$ cat config.mk
export PLATFORM = sky130hd
export DESIGN_NAME = hcrh_handler
export DESIGN_NICKNAME = d
export VERILOG_FILES = /design/src/hcrh_pkg.sv /design/src/hcrh_sync.sv /design/src/hcrh_handler.sv
export SDC_FILE = /design/constraint.sdc
export NUM_CORES = 1
export LEC_CHECK = 0
export BUFFER_PORTS_ARGS = -buffer_cell sky130_fd_sc_hd__clkbuf_2
export CORE_MARGIN = 4
export CORE_UTILIZATION = 50
export CTS_BUF_LIST = sky130_fd_sc_hd__clkbuf_16
export DETAILED_ROUTE_END_ITERATION = 6
export PLACE_DENSITY = 0.88
export SKIP_CTS_REPAIR_TIMING = 1
export SLEW_MARGIN = 20
export SYNTH_ARGS = -nofsm -noshare
export SYNTH_HDL_FRONTEND = slang
export SYNTH_SLANG_ARGS = --single-unit
$ cat constraint.sdc
create_clock -name mclk -period 3.1 [get_ports mclk]
set_clock_uncertainty 0.1 [all_clocks]
set_input_delay 0.31 -clock mclk [delete_from_list [all_inputs] [get_ports mclk]]
set_output_delay 0.31 -clock mclk [all_outputs]
set_load 0.005 [all_outputs]
$ cat src/hcrh_pkg.sv
// constants, types and request codes shared by the hub class request handler
package hcrh_pkg;

	localparam int NUM_PORTS = 4;

	// setup packet fields as presented by the control endpoint
	typedef struct packed {
		logic [7:0] req_type;
		logic [7:0] request;
		logic [15:0] value;
		logic [15:0] index;
		logic [15:0] length;
	} hcrh_setup_s;

	// per-port state from the port logic, same clock
	typedef struct packed {
		logic connect;
		logic enabled;
		logic suspended;
		logic over_current;
		logic reset_active;
		logic powered;
		logic low_speed;
		logic resume_done;
		logic reset_done;
	} hcrh_port_in_s;

	typedef enum logic [1:0] {
		HCRH_IDLE = 2'b01,
		HCRH_SEND = 2'b10
	} hcrh_state_e;

	typedef logic [1:0] hcrh_kind_t;
	localparam hcrh_kind_t KIND_DESC = 2'h0;
	localparam hcrh_kind_t KIND_STAT = 2'h1;
	localparam hcrh_kind_t KIND_BUS = 2'h2;

	// request type and request codes
	localparam logic [7:0] RT_HUB_OUT = 8'h20;
	localparam logic [7:0] RT_PORT_OUT = 8'h23;
	localparam logic [7:0] RT_HUB_IN = 8'ha0;
	localparam logic [7:0] RT_PORT_IN = 8'ha3;
	localparam logic [7:0] RQ_GET_STATUS = 8'h00;
	localparam logic [7:0] RQ_CLEAR_FEATURE = 8'h01;
	localparam logic [7:0] RQ_GET_BUS_STATE = 8'h02;
	localparam logic [7:0] RQ_GET_DESC = 8'h06;
	localparam logic [7:0] DESC_TYPE_HUB = 8'h29;

	// feature selectors
	localparam logic [15:0] HSEL_LOCAL_PWR = 16'h0000;
	localparam logic [15:0] HSEL_OVER_CUR = 16'h0001;
	localparam logic [15:0] PSEL_ENABLE = 16'h0001;
	localparam logic [15:0] PSEL_SUSPEND = 16'h0002;
	localparam logic [15:0] PSEL_POWER = 16'h0008;
	localparam logic [15:0] PSEL_C_FIRST = 16'h0010;
	localparam logic [15:0] PSEL_C_LAST = 16'h0014;

	// answer lengths in bytes
	localparam logic [15:0] DESC_LEN = 16'h0009;
	localparam logic [15:0] STAT_LEN = 16'h0004;
	localparam logic [15:0] BUS_LEN = 16'h0001;

	// hub descriptor, byte 0 in element 0
	localparam logic [8:0][7:0] HUB_DESC = {
		8'h1e, 8'h00, 8'h64, 8'h32, 8'h00, 8'h09, 8'h04, 8'h29, 8'h09
	};

	// register map of the software port
	localparam logic [7:0] REG_CTRL = 8'h00;
	localparam logic [7:0] REG_HUB = 8'h04;
	localparam logic [7:0] REG_LINE = 8'h08;
	localparam logic [7:0] REG_PCHG = 8'h0c;
	localparam logic CTRL_RESET = 1'b1;

	// pin synchroniser: [3:0] minus, [7:4] plus, [8] supply good, [9] bus powered strap
	localparam int SYNC_W = 10;
	localparam logic [SYNC_W-1:0] SYNC_RST = 10'h100;

endpackage

$ cat src/hcrh_sync.sv
// three-stage pin synchroniser that accepts a change once stages two and three agree
`timescale 1ns/1ps
`default_nettype none

module hcrh_sync #(
	parameter int W = 1,
	parameter logic [W-1:0] RST_VAL = '0
) (
	input wire logic mclk, // system clock
	input wire logic reset_n, // async reset, active low
	input wire logic [W-1:0] d, // asynchronous pins
	output logic [W-1:0] q // filtered, synchronous
);

	logic [W-1:0] s1_reg;
	logic [W-1:0] s2_reg;
	logic [W-1:0] s3_reg;
	logic [W-1:0] q_next;

	// s1 feeds only s2; the agreement check looks at s2 and s3
	assign q_next = (s2_reg & s3_reg) | (q & (s2_reg | s3_reg));

	always_ff @(posedge mclk or negedge reset_n) begin
		if (!reset_n) begin
			s1_reg <= RST_VAL;
			s2_reg <= RST_VAL;
			s3_reg <= RST_VAL;
			q <= RST_VAL;
		end else begin
			s1_reg <= d;
			s2_reg <= s1_reg;
			s3_reg <= s2_reg;
			q <= q_next;
		end
	end

endmodule

`default_nettype wire

$ cat src/hcrh_handler.sv
// hub class request handler: clears, bus state, hub descriptor and status words
//
// Contract
// clear hub feature selector 0 clears the local power change bit
// clear hub feature selector 1 is stalled, no global over-current
// clear port feature acts on enable, suspend, power and change bits; others stall
// clear port feature on port 0 or above 4 stalls, changes nothing
// at each EOF2 sample line state of ports 1 to 4 into registers; the code samples only while ctrl_reg (REG_CTRL bit 0) is set
// line-state byte: minus line bit 0, plus line bit 1, rest zero
// bus state read on port 0 or above 4 stalls
// descriptor read shorter than 9 returns only the first bytes
// descriptor read longer than 9 pads with zero bytes
// hub status read returns status word then change word
// self powered: status bit 0 is 0 supply good, 1 supply lost
// hub status bits 1 to 15 read zero
// bus powered: hub status bit 0 reads zero
// hub change bit 0 sets on local power change, holds until cleared
// hub change bits 1 to 15 read zero
// bus powered: hub change bit 0 reads zero
// port status read returns status then change word; bad port stalls
// port status bits 0,1,2: connect, enabled, suspended
// port status bit 3 is over-current, and that port's power is cut
// port status bit 4 is reset signalling; bits 5 to 7 zero
// port status bit 8 power, bit 9 low speed, bits 10 to 15 zero
// port change bits 0 to 4 flag connect, enable, resume, over-current, reset
// change bits latch until the matching clear; a same-cycle event wins
`timescale 1ns/1ps
`default_nettype none

module hcrh_handler
	import hcrh_pkg::*;
(
	input wire logic mclk, // 50 MHz system clock
	input wire logic reset_n, // async reset, active low
	input wire logic [7:0] reg_addr, // register byte address
	input wire logic [31:0] reg_wdata, // register write data
	input wire logic reg_wr, // register write strobe
	input wire logic reg_rd, // register read strobe
	output logic [31:0] reg_rdata, // read data, cycle after reg_rd
	input wire logic req_valid, // setup packet present, one cycle
	input wire hcrh_setup_s req_setup, // setup packet fields
	output logic req_busy, // request in progress
	output logic req_stall, // answer with stall, one cycle
	output logic req_done, // request finished, one cycle
	output logic tx_valid, // data byte offered
	output logic [7:0] tx_data, // data byte
	output logic tx_last, // final byte of the answer
	input wire logic tx_ready, // endpoint takes the byte
	input wire logic eof2_pulse, // frame EOF2 point, one cycle
	input wire logic [3:0] minus_line_pin, // downstream minus lines
	input wire logic [3:0] plus_line_pin, // downstream plus lines
	input wire logic local_pwr_good_pin, // local supply good
	input wire logic bus_powered_pin, // strap: high for bus powered
	input wire hcrh_port_in_s [3:0] port_in, // port logic state
	output logic [3:0] port_disable, // disable port, one cycle
	output logic [3:0] port_resume, // end suspend, one cycle
	output logic [3:0] port_power_off // cut port power, one cycle
);

	hcrh_state_e state_reg;
	hcrh_state_e state_next;
	logic [SYNC_W-1:0] pins;
	logic ctrl_reg;
	logic [3:0][1:0] line_reg;
	logic lp_prev_reg;
	logic hub_chg_reg;
	logic hub_chg_next;
	hcrh_kind_t kind_reg;
	logic [3:0][7:0] snap_reg;
	logic [15:0] len_reg;
	logic [15:0] idx_reg;
	wire [15:0] stat_w [NUM_PORTS];
	wire [4:0] chg5 [NUM_PORTS];

	hcrh_sync #(
		.W(SYNC_W),
		.RST_VAL(SYNC_RST)
	) u_sync (
		.mclk(mclk),
		.reset_n(reset_n),
		.d({bus_powered_pin, local_pwr_good_pin, plus_line_pin, minus_line_pin}),
		.q(pins)
	);

	wire [3:0] minus_s = pins[3:0];
	wire [3:0] plus_s = pins[7:4];
	wire pwr_good_s = pins[8];
	wire bus_pwr_s = pins[9];

	// request decode
	hcrh_setup_s s;
	assign s = req_setup;
	wire take = req_valid && (state_reg == HCRH_IDLE);
	wire [7:0] pnum = s.index[7:0];
	wire port_ok = (s.index[15:8] == 8'h00) && (pnum != 8'h00) && (pnum <= 8'(NUM_PORTS));
	wire [1:0] pidx = 2'(pnum - 8'h01);
	wire is_clr_hub = (s.req_type == RT_HUB_OUT) && (s.request == RQ_CLEAR_FEATURE);
	wire is_clr_port = (s.req_type == RT_PORT_OUT) && (s.request == RQ_CLEAR_FEATURE);
	wire is_bus = (s.req_type == RT_PORT_IN) && (s.request == RQ_GET_BUS_STATE);
	wire is_desc = (s.req_type == RT_HUB_IN) && (s.request == RQ_GET_DESC)
		&& (s.value[15:8] == DESC_TYPE_HUB);
	wire is_hstat = (s.req_type == RT_HUB_IN) && (s.request == RQ_GET_STATUS);
	wire is_pstat = (s.req_type == RT_PORT_IN) && (s.request == RQ_GET_STATUS);
	wire sel_chg = (s.value >= PSEL_C_FIRST) && (s.value <= PSEL_C_LAST);
	wire [4:0] clr_bits = sel_chg ? 5'(5'h01 << s.value[2:0]) : 5'h00;
	wire sel_port_ok = (s.value == PSEL_ENABLE) || (s.value == PSEL_SUSPEND)
		|| (s.value == PSEL_POWER) || sel_chg;
	wire ok_clr_hub = is_clr_hub && (s.value == HSEL_LOCAL_PWR); // see R01
	wire ok_clr_port = is_clr_port && port_ok && sel_port_ok; // see R03
	wire ok_bus = is_bus && port_ok;
	wire ok_pstat = is_pstat && port_ok;
	wire ok_data = is_desc || is_hstat || ok_pstat || ok_bus;
	wire do_stall = take && !(ok_clr_hub || ok_clr_port || ok_data);
	wire do_clr_hub = take && ok_clr_hub;
	wire do_clr_port = take && ok_clr_port;
	wire do_data = take && ok_data;
	wire do_nodata = take && (ok_clr_hub || ok_clr_port);

	// hub status and change words
	wire lp_status = !bus_pwr_s && !pwr_good_s; // see R11
	wire lp_event = !bus_pwr_s && (lp_status != lp_prev_reg);
	assign hub_chg_next = lp_event || (hub_chg_reg && !do_clr_hub); // see R01
	wire hub_chg_rep = hub_chg_reg && !bus_pwr_s;
	wire [31:0] hub_word = {15'h0000, hub_chg_rep, 15'h0000, lp_status}; // see R10 see R12

	// answer lengths and snapshot taken when the request is accepted
	wire [15:0] len_next = is_desc ? s.length // see R08
		: ok_bus ? ((s.length < BUS_LEN) ? s.length : BUS_LEN)
		: ((s.length < STAT_LEN) ? s.length : STAT_LEN);
	wire hcrh_kind_t kind_next = is_desc ? KIND_DESC : ok_bus ? KIND_BUS : KIND_STAT;
	wire [31:0] snap_next = is_hstat ? hub_word
		: ok_bus ? {24'h000000, 6'h00, line_reg[pidx]}
		: {11'h000, chg5[pidx], stat_w[pidx]};

	// byte selection while sending
	wire [7:0] desc_byte = (idx_reg < DESC_LEN) ? HUB_DESC[idx_reg[3:0]] : 8'h00;
	wire [7:0] cur_byte = (kind_reg == KIND_DESC) ? desc_byte : snap_reg[idx_reg[1:0]];
	wire load_byte = (state_reg == HCRH_SEND) && (!tx_valid || tx_ready);
	wire more = idx_reg != len_reg;
	wire finish = load_byte && !more;

	always_comb begin
		state_next = state_reg;
		case (state_reg)
			HCRH_IDLE: begin
				if (do_data) begin
					state_next = HCRH_SEND;
				end
			end
			HCRH_SEND: begin
				if (finish) begin
					state_next = HCRH_IDLE;
				end
			end
			default: begin
				state_next = HCRH_IDLE;
			end
		endcase
	end

	always_ff @(posedge mclk or negedge reset_n) begin
		if (!reset_n) begin
			state_reg <= HCRH_IDLE;
			req_busy <= 1'b0;
			req_stall <= 1'b0;
			req_done <= 1'b0;
		end else begin
			state_reg <= state_next;
			req_busy <= (state_next != HCRH_IDLE);
			req_stall <= do_stall;
			req_done <= do_nodata || finish;
		end
	end

	always_ff @(posedge mclk or negedge reset_n) begin
		if (!reset_n) begin
			kind_reg <= KIND_DESC;
			snap_reg <= '0;
			len_reg <= 16'h0000;
			idx_reg <= 16'h0000;
		end else if (do_data) begin
			kind_reg <= kind_next;
			snap_reg <= snap_next;
			len_reg <= len_next;
			idx_reg <= 16'h0000;
		end else if (load_byte && more) begin
			idx_reg <= 16'(idx_reg + 16'h0001);
		end
	end

	// byte stage: a new byte loads when the stage is empty or its byte is taken
	always_ff @(posedge mclk or negedge reset_n) begin
		if (!reset_n) begin
			tx_valid <= 1'b0;
			tx_data <= 8'h00;
			tx_last <= 1'b0;
		end else if (load_byte) begin
			tx_valid <= more;
			tx_data <= more ? cur_byte : 8'h00;
			tx_last <= more && (16'(idx_reg + 16'h0001) == len_reg);
		end
	end

	// supply change tracking and line sampling
	always_ff @(posedge mclk or negedge reset_n) begin
		if (!reset_n) begin
			lp_prev_reg <= 1'b0;
			hub_chg_reg <= 1'b0;
			line_reg <= '0;
		end else begin
			lp_prev_reg <= lp_status;
			hub_chg_reg <= hub_chg_next;
			if (eof2_pulse && ctrl_reg) begin
				for (int i = 0; i < NUM_PORTS; i++) begin
					line_reg[i] <= {plus_s[i], minus_s[i]}; // see R05
				end
			end
		end
	end

	// per-port change bits and port commands
	for (genvar gi = 0; gi < NUM_PORTS; gi++) begin : g_port
		localparam logic [1:0] PI = 2'(gi);
		logic [2:0] prev_reg;
		logic [4:0] chg_reg;
		logic dis_reg;
		logic res_reg;
		logic off_reg;
		hcrh_port_in_s p;
		assign p = port_in[gi];
		wire hit = do_clr_port && (pidx == PI);
		wire oc_rise = p.over_current && !prev_reg[2];
		wire [4:0] evt = {p.reset_done, p.over_current ^ prev_reg[2], p.resume_done,
			p.enabled ^ prev_reg[1], p.connect ^ prev_reg[0]};
		wire [4:0] clr = hit ? clr_bits : 5'h00;
		wire [4:0] chg_next = evt | (chg_reg & ~clr);

		always_ff @(posedge mclk or negedge reset_n) begin
			if (!reset_n) begin
				prev_reg <= 3'h0;
				chg_reg <= 5'h00;
				dis_reg <= 1'b0;
				res_reg <= 1'b0;
				off_reg <= 1'b0;
			end else begin
				prev_reg <= {p.over_current, p.enabled, p.connect};
				chg_reg <= chg_next;
				dis_reg <= hit && (s.value == PSEL_ENABLE);
				res_reg <= hit && (s.value == PSEL_SUSPEND);
				// power is cut on the over-current edge as well as on request
				off_reg <= (hit && (s.value == PSEL_POWER)) || oc_rise; // see R03
			end
		end

		assign stat_w[gi] = {6'h00, p.low_speed, p.powered, 3'h0, p.reset_active,
			p.over_current, p.suspended, p.enabled, p.connect}; // see R18 see R20
		assign chg5[gi] = chg_reg;
		assign port_disable[gi] = dis_reg;
		assign port_resume[gi] = res_reg;
		assign port_power_off[gi] = off_reg;
	end

	// software register port
	wire [31:0] line_word = {6'h00, line_reg[3], 6'h00, line_reg[2],
		6'h00, line_reg[1], 6'h00, line_reg[0]};
	wire [31:0] pchg_word = {12'h000, chg5[3], chg5[2], chg5[1], chg5[0]};
	wire [31:0] rd_mux = (reg_addr == REG_CTRL) ? {31'h00000000, ctrl_reg}
		: (reg_addr == REG_HUB) ? hub_word
		: (reg_addr == REG_LINE) ? line_word
		: (reg_addr == REG_PCHG) ? pchg_word : 32'h00000000;

	always_ff @(posedge mclk or negedge reset_n) begin
		if (!reset_n) begin
			ctrl_reg <= CTRL_RESET;
			reg_rdata <= 32'h00000000;
		end else begin
			if (reg_wr && (reg_addr == REG_CTRL)) begin
				ctrl_reg <= reg_wdata[0];
			end
			reg_rdata <= reg_rd ? rd_mux : 32'h00000000;
		end
	end

	// checks
	property p_hub_oc_stall;
		@(posedge mclk) disable iff (!reset_n)
		(take && is_clr_hub && (s.value == HSEL_OVER_CUR)) |=> req_stall && !req_done;
	endproperty
	a_hub_oc_stall: assert property (p_hub_oc_stall)
		else $error("global over-current clear not stalled");

	property p_bad_port_stall;
		@(posedge mclk) disable iff (!reset_n)
		(take && (is_clr_port || is_bus || is_pstat) && !port_ok)
			|=> req_stall && (port_disable == 4'h0) && (port_resume == 4'h0) && !req_busy;
	endproperty
	a_bad_port_stall: assert property (p_bad_port_stall)
		else $error("bad port number not stalled");

	property p_hub_chg_clear;
		@(posedge mclk) disable iff (!reset_n)
		(do_clr_hub && !lp_event) |=> !hub_chg_reg;
	endproperty
	a_hub_chg_clear: assert property (p_hub_chg_clear)
		else $error("local power change not cleared");

	property p_hub_chg_hold;
		@(posedge mclk) disable iff (!reset_n)
		(hub_chg_reg && !do_clr_hub) |=> hub_chg_reg;
	endproperty
	a_hub_chg_hold: assert property (p_hub_chg_hold)
		else $error("local power change lost without clear");

	property p_bus_pwr_zero;
		@(posedge mclk) disable iff (!reset_n)
		bus_pwr_s |-> (hub_word[0] == 1'b0) && (hub_word[16] == 1'b0);
	endproperty
	a_bus_pwr_zero: assert property (p_bus_pwr_zero)
		else $error("bus powered hub reports local power");

	property p_line_sample;
		@(posedge mclk) disable iff (!reset_n)
		(eof2_pulse && ctrl_reg) |=> (line_reg[2] == {$past(plus_s[2]), $past(minus_s[2])});
	endproperty
	a_line_sample: assert property (p_line_sample)
		else $error("line state not sampled at EOF2");

	property p_desc_first;
		@(posedge mclk) disable iff (!reset_n)
		(take && is_desc && (s.length != 16'h0000)) |-> ##2 (tx_valid && (tx_data == HUB_DESC[0]));
	endproperty
	a_desc_first: assert property (p_desc_first)
		else $error("descriptor does not start at byte 0");

	property p_desc_pad;
		@(posedge mclk) disable iff (!reset_n)
		(load_byte && more && (kind_reg == KIND_DESC) && (idx_reg >= DESC_LEN))
			|=> tx_valid && (tx_data == 8'h00);
	endproperty
	a_desc_pad: assert property (p_desc_pad)
		else $error("descriptor padding not zero");

	property p_oc_power_off;
		@(posedge mclk) disable iff (!reset_n)
		$rose(port_in[2].over_current) |=> port_power_off[2] ##1 (chg5[2][3] || $past(do_clr_port));
	endproperty
	a_oc_power_off: assert property (p_oc_power_off)
		else $error("over-current did not cut power or flag change");

endmodule

`default_nettype wire

# Word-level counts from Yosys, hierarchy flattened
# Memory sizes are Yosys's and may differ from the RTL's.
# Cells that the tools add are included.
# op_classes
addsub	2
order_cmp	10
eq_ne	23
shift	1
mux	37
n_bitwise	29
reduce_logical	84
# ops
operator	count
16-bit two-way mux	8
26-bit two-way mux	4
1-bit logical AND	51
21-bit two-way mux	2
8-bit two-way mux	5
5-bit two-way mux	7
16-bit binary-select mux with 2-bit select	1
8-bit by 6-bit equality test with 1-bit output, second input constant	3
8-bit logical NOT	3
10-bit bitwise AND	2
5-bit bitwise AND	4
20-bit two-way mux	1
5-bit NOT	4
10-bit bitwise OR	2
5-bit bitwise OR	4
16-bit by 1-bit adder with 16-bit output, second input constant	1
8-bit binary-select mux with 2-bit select	1
16-bit by 1-bit equality test with 1-bit output, second input constant	1
16-bit equality test	1
16-bit by 2-bit equality test with 1-bit output, second input constant	1
16-bit by 4-bit equality test with 1-bit output, second input constant	1
8-bit by 3-bit equality test with 1-bit output, second input constant	2
8-bit by 4-bit equality test with 1-bit output, second input constant	2
8-bit equality test, second input constant	2
other kinds (30)	73
# totals
ff_bits	202
rom_bits	128
in_bits	157
out_inout_bits	57
mem_count	1
# mem_list
memory	words	word_bits	read_ports	rd_ports_with_merged_regs	wr	line_no	rtl
(no name shown)	16	8	1	0	0	hcrh_handler.sv:136	wire [7:0] desc_byte = (idx_reg < DESC_LEN) ? HUB_DESC[idx_reg[3:0]] : 8'h00;

# Depth between registers and ports, before layout
# Gate-level depths: netlist (run 1).
# depth
depth_word	11
ltp_mapped	12

# By module
# Synthesis (run 1) repeated with hierarchy kept, for this count alone.
# unflattened
cells_unflattened	769
area_unflattened_um2	8446.9
# modules_own_cells
module	n_inst	cells_each	area_per_inst_um2
hcrh_handler	1	719	7328.3
hcrh_sync	1	50	1118.6

# Worst setup path after synthesis (run 1)
# No wires, ideal clock.
# synth_timing
path_kind	input to register
start	input req_setup[16] (netlist name)
end	register len_reg[10]
setup_time_ps	122
t_arrival_ps	2890
required_time_ps	2878
setup_slack_ps	-12
stages	12
path_buffers	4
cell_sequence	clkbuf_1 buf_1 inv_1 ha_1 xnor2_1 nand4_1 or4_1 clkbuf_1 nor2_1 o21a_1 buf_4 o21ai_1
# synth_via
elab_chain_len	7
elab_cells_between_ends	11
# synth_rtl
item	line_no	rtl
start, declared	hcrh_handler.sv:41	input wire hcrh_setup_s req_setup,
parallel branches: the longest is 2 deep, another holds 8-bit by 3-bit less-or-equal comparator with 1-bit output	--	
1-bit logical AND (*)	hcrh_handler.sv:95	wire port_ok = (s.index[15:8] == 8'h00) && (pnum != 8'h00) && (pnum <= 8'(NUM_PORTS));
1-bit logical AND	hcrh_handler.sv:111	wire ok_pstat = is_pstat && port_ok;
1-bit logical OR (2 in a row)	hcrh_handler.sv:112	wire ok_data = is_desc || is_hstat || ok_pstat || ok_bus;
1-bit logical AND	hcrh_handler.sv:116	wire do_data = take && ok_data;
end signal, assigned	hcrh_handler.sv:184	len_reg <= len_next;
end, declared	hcrh_handler.sv:70	logic [15:0] len_reg;
# Mark *: on every way between the ends.
# A chain may end at the register's enable or synchronous reset.

# Final worst setup path (run 1)
# layout_timing
start	register idx_reg[3]
end	register idx_reg[9]
# layout_via
elab_chain_len	3
elab_cells_between_ends	6
# layout_rtl
item	line_no	rtl
start, declared	hcrh_handler.sv:71	logic [15:0] idx_reg;
start signal, assigned	hcrh_handler.sv:187	idx_reg <= 16'(idx_reg + 16'h0001);
16-bit by 1-bit adder with 16-bit output or 16-bit != test (tied branches)	hcrh_handler.sv:187, hcrh_handler.sv:139	
16-bit two-way mux or 1-bit logical AND (tied branches)	hcrh_handler.sv:186	end else if (load_byte && more) begin
16-bit two-way mux or 2-bit nonzero test (tied branches)	--	
# Several ways; a longest one is shown, not always the timed one. The select of a mux whose other input is x is not followed.

==> results of run 1 <==
## routing by layer
metal | vias to the layer above | GRT usage, % | routed length, µm
met4 | 0 | 9.645 | 814
li1 | 3096 | - | -
met5 | - | 0 | 0
met3 | 66 | 5.551 | 1626
met1 | 3363 | 29.07 | 8634
met2 | 316 | 40.99 | 12120
## synth_stat cells, types with 3 or more instances
library cell and number:
dfrtp_1 171, o21ai_0 57, nand3_1 18, mux2_2 9, buf_2 7, nor2_1 45, xnor2_1 23, nor4_1 16
nor4b_1 3, xor2_1 12, o2111ai_1 4, buf_4 25, a21o_1 3, nand3b_1 3, or4_1 6, clkbuf_1 15
o31ai_1 3, inv_1 31, o21bai_1 6, o211ai_1 4, nor3b_1 3, mux2i_1 14, nor2b_1 4, o21ai_1 19
maj3_1 10, nand4_1 12, or3_1 15, nor3_1 11, a31oi_1 5, mux4_2 15, nand2_1 84, a21oi_1 29
ha_1 15, and2_1 19, nand2b_1 13, dfstp_2 6
## worst paths after layout
check | start | to | slack (ns) | cells past startpoint
worst max-delay path | idx_reg[3] | idx_reg[9] | 0.41 | 7
worst min-delay path | req_setup[14] | len_reg[14] | -0.001 | 3
worst max register to register | idx_reg[3] | idx_reg[9] | 0.41 | 7
worst min register to register | u_sync.s1_reg[9] | u_sync.s2_reg[9] | 0.26 | 0
max in group asynchronous | reset_n | reg_rdata[15] | 2.13 | 3
min in group asynchronous | reset_n | len_reg[5] | 0.34 | 3
## final cells by class
| cell class | instances | area [µm²] |
|---|---|---|
| timing repair buffer | 223 | 1355 |
| tap | 216 | 270.3 |
| multi-input combinational | 524 | 3487 |
| clock buffer | 17 | 425.4 |
| inverter | 31 | 116.4 |
| fill | 1165 | 5761 |
| clock inverter | 15 | 206.4 |
| sequential | 177 | 4437 |
## metrics by stage
| step | hold WS, ns | power (mW) | util (%) | setup WS (ns) | area, µm² |
|---|---|---|---|---|---|
| after detailed placement | 0.2362 | 2.940 | 58.26 | 0.2254 | 9355 |
| after global placement | 0.2334 | 2.910 | 58.26 | 0.3046 | 9355 |
| after CTS | -0.2024 | 5.184 | 62.19 | 0.4563 | 9987 |
| after floorplan | -0.08559 | 2.714 | - | 0.2153 | 8344 |
| after global routing | 0.0004623 | 5.375 | 64.13 | 0.2487 | 10300 |
| final | -0.001248 | 5.208 | 64.13 | 0.4058 | 10300 |
## kinds of logic (layout without fill, tap and decap cells)
| family | Yosys count | count (layout) |
|---|---|---|
| AND/OR/NAND/NOR | 265 | 265 |
| flip-flops | 177 | 177 |
| AO/OA/AOI/OAI | 150 | 150 |
| buffers and inverters | 82 | 286 |
| multiplexers | 38 | 38 |
| XOR/XNOR | 35 | 35 |
| adder cells (fa/ha/maj) | 25 | 25 |
| other | 1 | 11 |
## worst min-delay path, stage by stage
cell and delay [ns]:
clkbuf_2 0.09, nand2_1 0.05, o21ai_1 0.05
## power breakdown
part,switching [mW],internal [mW],total [mW]
Combinational,0.242,0.232,0.474
Clock,1.13,1.13,2.26
Sequential,0.0659,2.41,2.47
Total,1.44,3.77,5.21
==> metrics.csv, run 1 <==
stage,metric,value,unit
detailed_routing,Antenna Nets Post-Route,0,
yosys,Synth top area share,51.52,%
placed_design,GP Congestion,0.9815,
yosys,Post-synth EDFFs,0,
layout,most frequent cells in the layout,"dfrtp_1, clkbuf_2, nand2_1",
floorplan,Die W,136.9,µm
yosys,"Seq/Total Area, Yosys",53.42,%
floorplan,Starting Density,51.72,%
global_routing,vias in the first global route,6714,
yosys,register bit count reported by yosys,177,
sta,Worst Tran Pin Value,0.6838,ns
layout,"commonest non-fill, non-tap cell in the layout",dfrtp_1,
yosys,synth warn,0,
detailed_routing,drt wl/cell,19.28,µm
yosys,Syn Inst Count,773,
yosys,synth unique cells,64,
detailed_routing,drt pass-1 iters,5,
worst_setup_path,crit path capture type,flop,
run_status,status,"finished, violations left",
worst_setup_path,CP Cell Sequence,xor2_1 -> or4_1 -> nor4_2 -> a21o_1 -> buf_4 -> o21ai_0 -> a21oi_1,
floorplan,standard-cell rows,46,
global_routing,first-pass GRT wire length,34400,µm
sta,period utilization,86.91,%
yosys,"FFs w/ async S/R, synth",100.0,%
sta,"Slew Viols, Final",0,
placed_design,HPWL after detailed placement,15530,µm
detailed_routing,Via density,5.687,
detailed_routing,WL final,23190,µm
yosys,mean post-synth cell area,10.74,µm²
worst_setup_path,Crit-path slowest cell,or4_1,
yosys,xor and xnor area share after synthesis,3.691,%
clock_tree,CTS buffer count,17,
sta,Slew Limit Headroom,54.06,%
yosys,Synth Area in Simple Gates,16.54,%
sta,setup violators final,0,
pwr,leakage power,4.698,nW
sta,minimum clock period,2.694,ns
detailed_routing,Initial DRC Count,567,
pwr,Worst VDD drop,467.5,µV
worst_setup_path,CP Data Required Time,3.35,ns
worst_setup_path,CP Data Arrival Time,2.94,ns
yosys,complex-gate fraction of the synthesized area,10.82,%
worst_setup_path,CP bufs+invs,1,
floorplan,core footprint,16060,µm²
layout,layout cells sized above 1,27.15,%
layout,"non-filler cells, final",1203,
worst_setup_path,Critical Path Fanout Max,30,
sta,Max Clk Rate,371.2,MHz
clock_tree,htree depth,4,
clock_tree,clk buf depth,2,
min_path,Hold WC Path Type,in2reg,
yosys,largest family of logic cells by synthesized area,simple AND/OR/NAND/NOR gates,
worst_setup_path,worst stage delay on the critical path,0.56,ns
layout,Layout area overhead,23.98,%
floorplan,full die area,18740,µm²
run_status,failing checks,negative hold slack,
sta,final hold slack,-0.001248,ns
global_routing,initial antenna violation count,0,
placed_design,Post-Place Cells,1140,
layout,# diodes,0,
yosys,Synth Area in Adders,3.465,%
sta,total negative setup slack,0,ns
floorplan,DIE HEIGHT,136.9,µm
placed_design,I/O Buffers,171,
yosys,Synth area leaders,"dfrtp_1, mux4_2, nand2_1",
clock_tree,clock root cell,clkbuf_16,
clock_tree,# clock sinks,177,
layout,number of flip-flops in the largest register,22,
yosys,synthesized area,8305,µm²
worst_setup_path,Critical Path Source Type,flop,
sta,RSZ-0062 raised after global routing,false,
yosys,ys flop type,dfrtp_1,
pwr,PwrDens,505.7,nW/µm²
layout,Final Net Count,1146,
global_routing,largest net degree at the start of global routing,91,
worst_setup_path,Crit path max-delay family,simple AND/OR/NAND/NOR gates,
clock_tree,Worst-path clk slew,0.08,ns
clock_tree,clock insertion delay at the later pin of the skew report,0.44,ns
detailed_routing,Remaining DRCs,0,
yosys,mux contribution to synthesized area,6.975,%
sta,Final Hold Fails,1,
yosys,largest area contributor in the netlist,dfrtp_1,
job,maxcap violations,0,
global_routing,GR Util All Layers,23.84,%
detailed_routing,DR vias,6841,
clock_tree,CTS tree,done,
worst_setup_path,Setup CP Type,reg2reg,
global_routing,total grt overflow,0,
floorplan,IO Count,214,
No activity file was read; power rests on OpenSTA's default activity.
==> run 2: changes to the inputs <==
--- a/config.mk
+++ b/config.mk
@@ -6,7 +6,7 @@
 export NUM_CORES = 1
 export LEC_CHECK = 0
 export BUFFER_PORTS_ARGS = -buffer_cell sky130_fd_sc_hd__clkbuf_2
-export CORE_MARGIN = 4
+export CORE_MARGIN = 1.5
 export CORE_UTILIZATION = 50
 export CTS_BUF_LIST = sky130_fd_sc_hd__clkbuf_16
 export DETAILED_ROUTE_END_ITERATION = 6
==> metrics.csv, run 2 (same netlist as run 1, synthesis figures left out) <==
stage,metric,value,unit
placed_design,GP Congestion,0.8840,
floorplan,full die area,17390,µm²
worst_setup_path,Critical Path Source Type,flop,
detailed_routing,Initial DRC Count,610,
sta,Max Clk Rate,370.7,MHz
pwr,PwrDens,509.3,nW/µm²
placed_design,I/O Buffers,171,
sta,Worst Tran Pin Value,0.7158,ns
worst_setup_path,RR Endpoint,g_port[1].chg_reg[2],
floorplan,IO Count,214,
placed_design,Area after DPL,9328,µm²
floorplan,DIE HEIGHT,131.9,µm
job,maxcap violations,0,
sta,final hold slack,0.004441,ns
layout,Final Net Count,1146,
worst_setup_path,Setup CP Type,reg2reg,
layout,most frequent cells in the layout,"dfrtp_1, clkbuf_2, nand2_1",
detailed_routing,WL final,24480,µm
detailed_routing,Remaining DRCs,0,
global_routing,total grt overflow,0,
detailed_routing,Antenna Nets Post-Route,0,
clock_tree,CTS tree,done,
worst_setup_path,crit path capture,g_port[1].chg_reg[2],
clock_tree,clk buf depth,2,
global_routing,GR Util All Layers,25.91,%
floorplan,Starting Density,51.72,%
detailed_routing,drt pass-1 iters,5,
worst_setup_path,Crit-path slowest cell,nor4b_2,
clock_tree,# clock sinks,177,
sta,"Slew Viols, Final",0,
sta,total negative setup slack,0,ns
layout,number of flip-flops in the largest register,22,
worst_setup_path,CP Cell Sequence,ha_1 -> nand2_1 -> nor4b_2 -> o2111ai_1 -> buf_4 -> o21ai_0 -> nand2b_1,
floorplan,standard-cell rows,46,
layout,layout cells sized above 1,26.95,%
sta,RSZ-0062 raised after global routing,false,
pwr,Worst VDD drop,431.9,µV
worst_setup_path,flop2flop setup slack,0.40,ns
layout,Finished Cell Area,10300,µm²
global_routing,initial antenna violation count,2,
worst_setup_path,worst setup path start,state_reg[0],
global_routing,largest net degree at the start of global routing,74,
run_status,status,"complete, no violations",
worst_setup_path,Critical R2R Launch,state_reg[0],
clock_tree,clock insertion delay at the later pin of the skew report,0.45,ns
sta,minimum clock period,2.698,ns
worst_setup_path,CP Data Required Time,3.32,ns
clock_tree,htree depth,4,
placed_design,HPWL after detailed placement,15820,µm
clock_tree,clock root cell,clkbuf_16,
sta,Slew Limit Headroom,52.28,%
clock_tree,Worst-path clk slew,0.09,ns
detailed_routing,Via density,5.720,
sta,Final Hold Fails,0,
sta,setup violators final,0,
floorplan,core footprint,16060,µm²
global_routing,first-pass GRT wire length,35170,µm
worst_setup_path,CP Data Arrival Time,2.92,ns
min_path,Hold WC Path Type,in2reg,
floorplan,Die W,131.9,µm
worst_setup_path,Critical Path Fanout Max,8,
sta,period utilization,87.03,%
layout,Layout area overhead,23.98,%
worst_setup_path,worst stage delay on the critical path,0.63,ns
clock_tree,CTS buffer count,17,
detailed_routing,drt wl/cell,20.33,µm
detailed_routing,DR vias,6887,
layout,"commonest non-fill, non-tap cell in the layout",dfrtp_1,
global_routing,vias in the first global route,6710,
pwr,leakage power,4.691,nW
worst_setup_path,crit path capture type,flop,
worst_setup_path,r2r worst-path depth,7,
[run 2: cell count changes in the layout (fill, tap and decap cells not counted), sizes merged]
cell,delta
buf,-2
clkinv,+1
diode,+1
dlygate4sd3,+2
inv,-1
[run 2: report_power, final]
group / switching, mW / internal, mW
clock network: 1.16 / 1.13
logic: 0.245 / 0.233
registers: 0.0722 / 2.41
total: 1.48 / 3.77
[run 2: worst max-delay path, delay by kind of cell, from the launching register on]
| kind | cells | cell delay [ns] |
|---|---|---|
| AOI/OAI and AO/OA | 2 | 0.46 |
| adders and majority gates | 1 | 0.23 |
| buffers and inverters | 1 | 0.22 |
| DFF | 1 | 0.56 |
| and+or+nand+nor | 3 | 1.00 |
[run 2: how the worst min path moves through the flow]
| stage | start | to | slack, ns | cells after the start |
|---|---|---|---|---|
| CTS | reset_n | len_reg[11] | -0.20 | 1 |
| global placement | u_sync.s1_reg[6] | u_sync.s2_reg[6] | 0.23 | 0 |
| floorplan | reset_n | g_port[0].chg_reg[0] | -0.09 | 0 |
| finish | req_setup[5] | len_reg[5] | 0.004 | 3 |
| detailed placement | u_sync.s1_reg[2] | u_sync.s2_reg[2] | 0.24 | 0 |
| global route | req_setup[15] | len_reg[15] | 0.006 | 3 |
[run 2: layout make-up]
class	instances	area [µm²]
Multi-Input combinational cell	524	3487
Inverter	31	116.4
Fill cell	1173	5761
Clock buffer	17	425.4
Tap cell	216	270.3
Clock inverter	15	211.5
Antenna cell	1	2.502
Timing Repair Buffer	223	1348
Sequential cell	177	4437
[run 2: routing by layer]
| metal | part of all wire (%) | wire (µm) | global-route usage, % | vias to the layer above |
|---|---|---|---|---|
| met4 | 3.7 | 914 | 8.889 | 2 |
| met3 | 6.1 | 1487 | 5.882 | 78 |
| met2 | 52 | 12820 | 45.55 | 312 |
| met1 | 38 | 9240 | 31.43 | 3396 |
| met5 | 0.049 | 12 | 0 | - |
| li1 | - | - | - | 3099 |
[run 2: metrics by stage]
step	power (mW)	utilization, %	worst slack, ns	std cells
after detailed placement	2.941	58.09	0.2548	1138
after global routing	5.409	64.13	0.2157	1204
after CTS	5.173	62.05	0.4345	1170
after global placement	2.908	58.09	0.3118	1138
final	5.244	64.13	0.4021	1204
after floorplan	2.714	-	0.2153	783
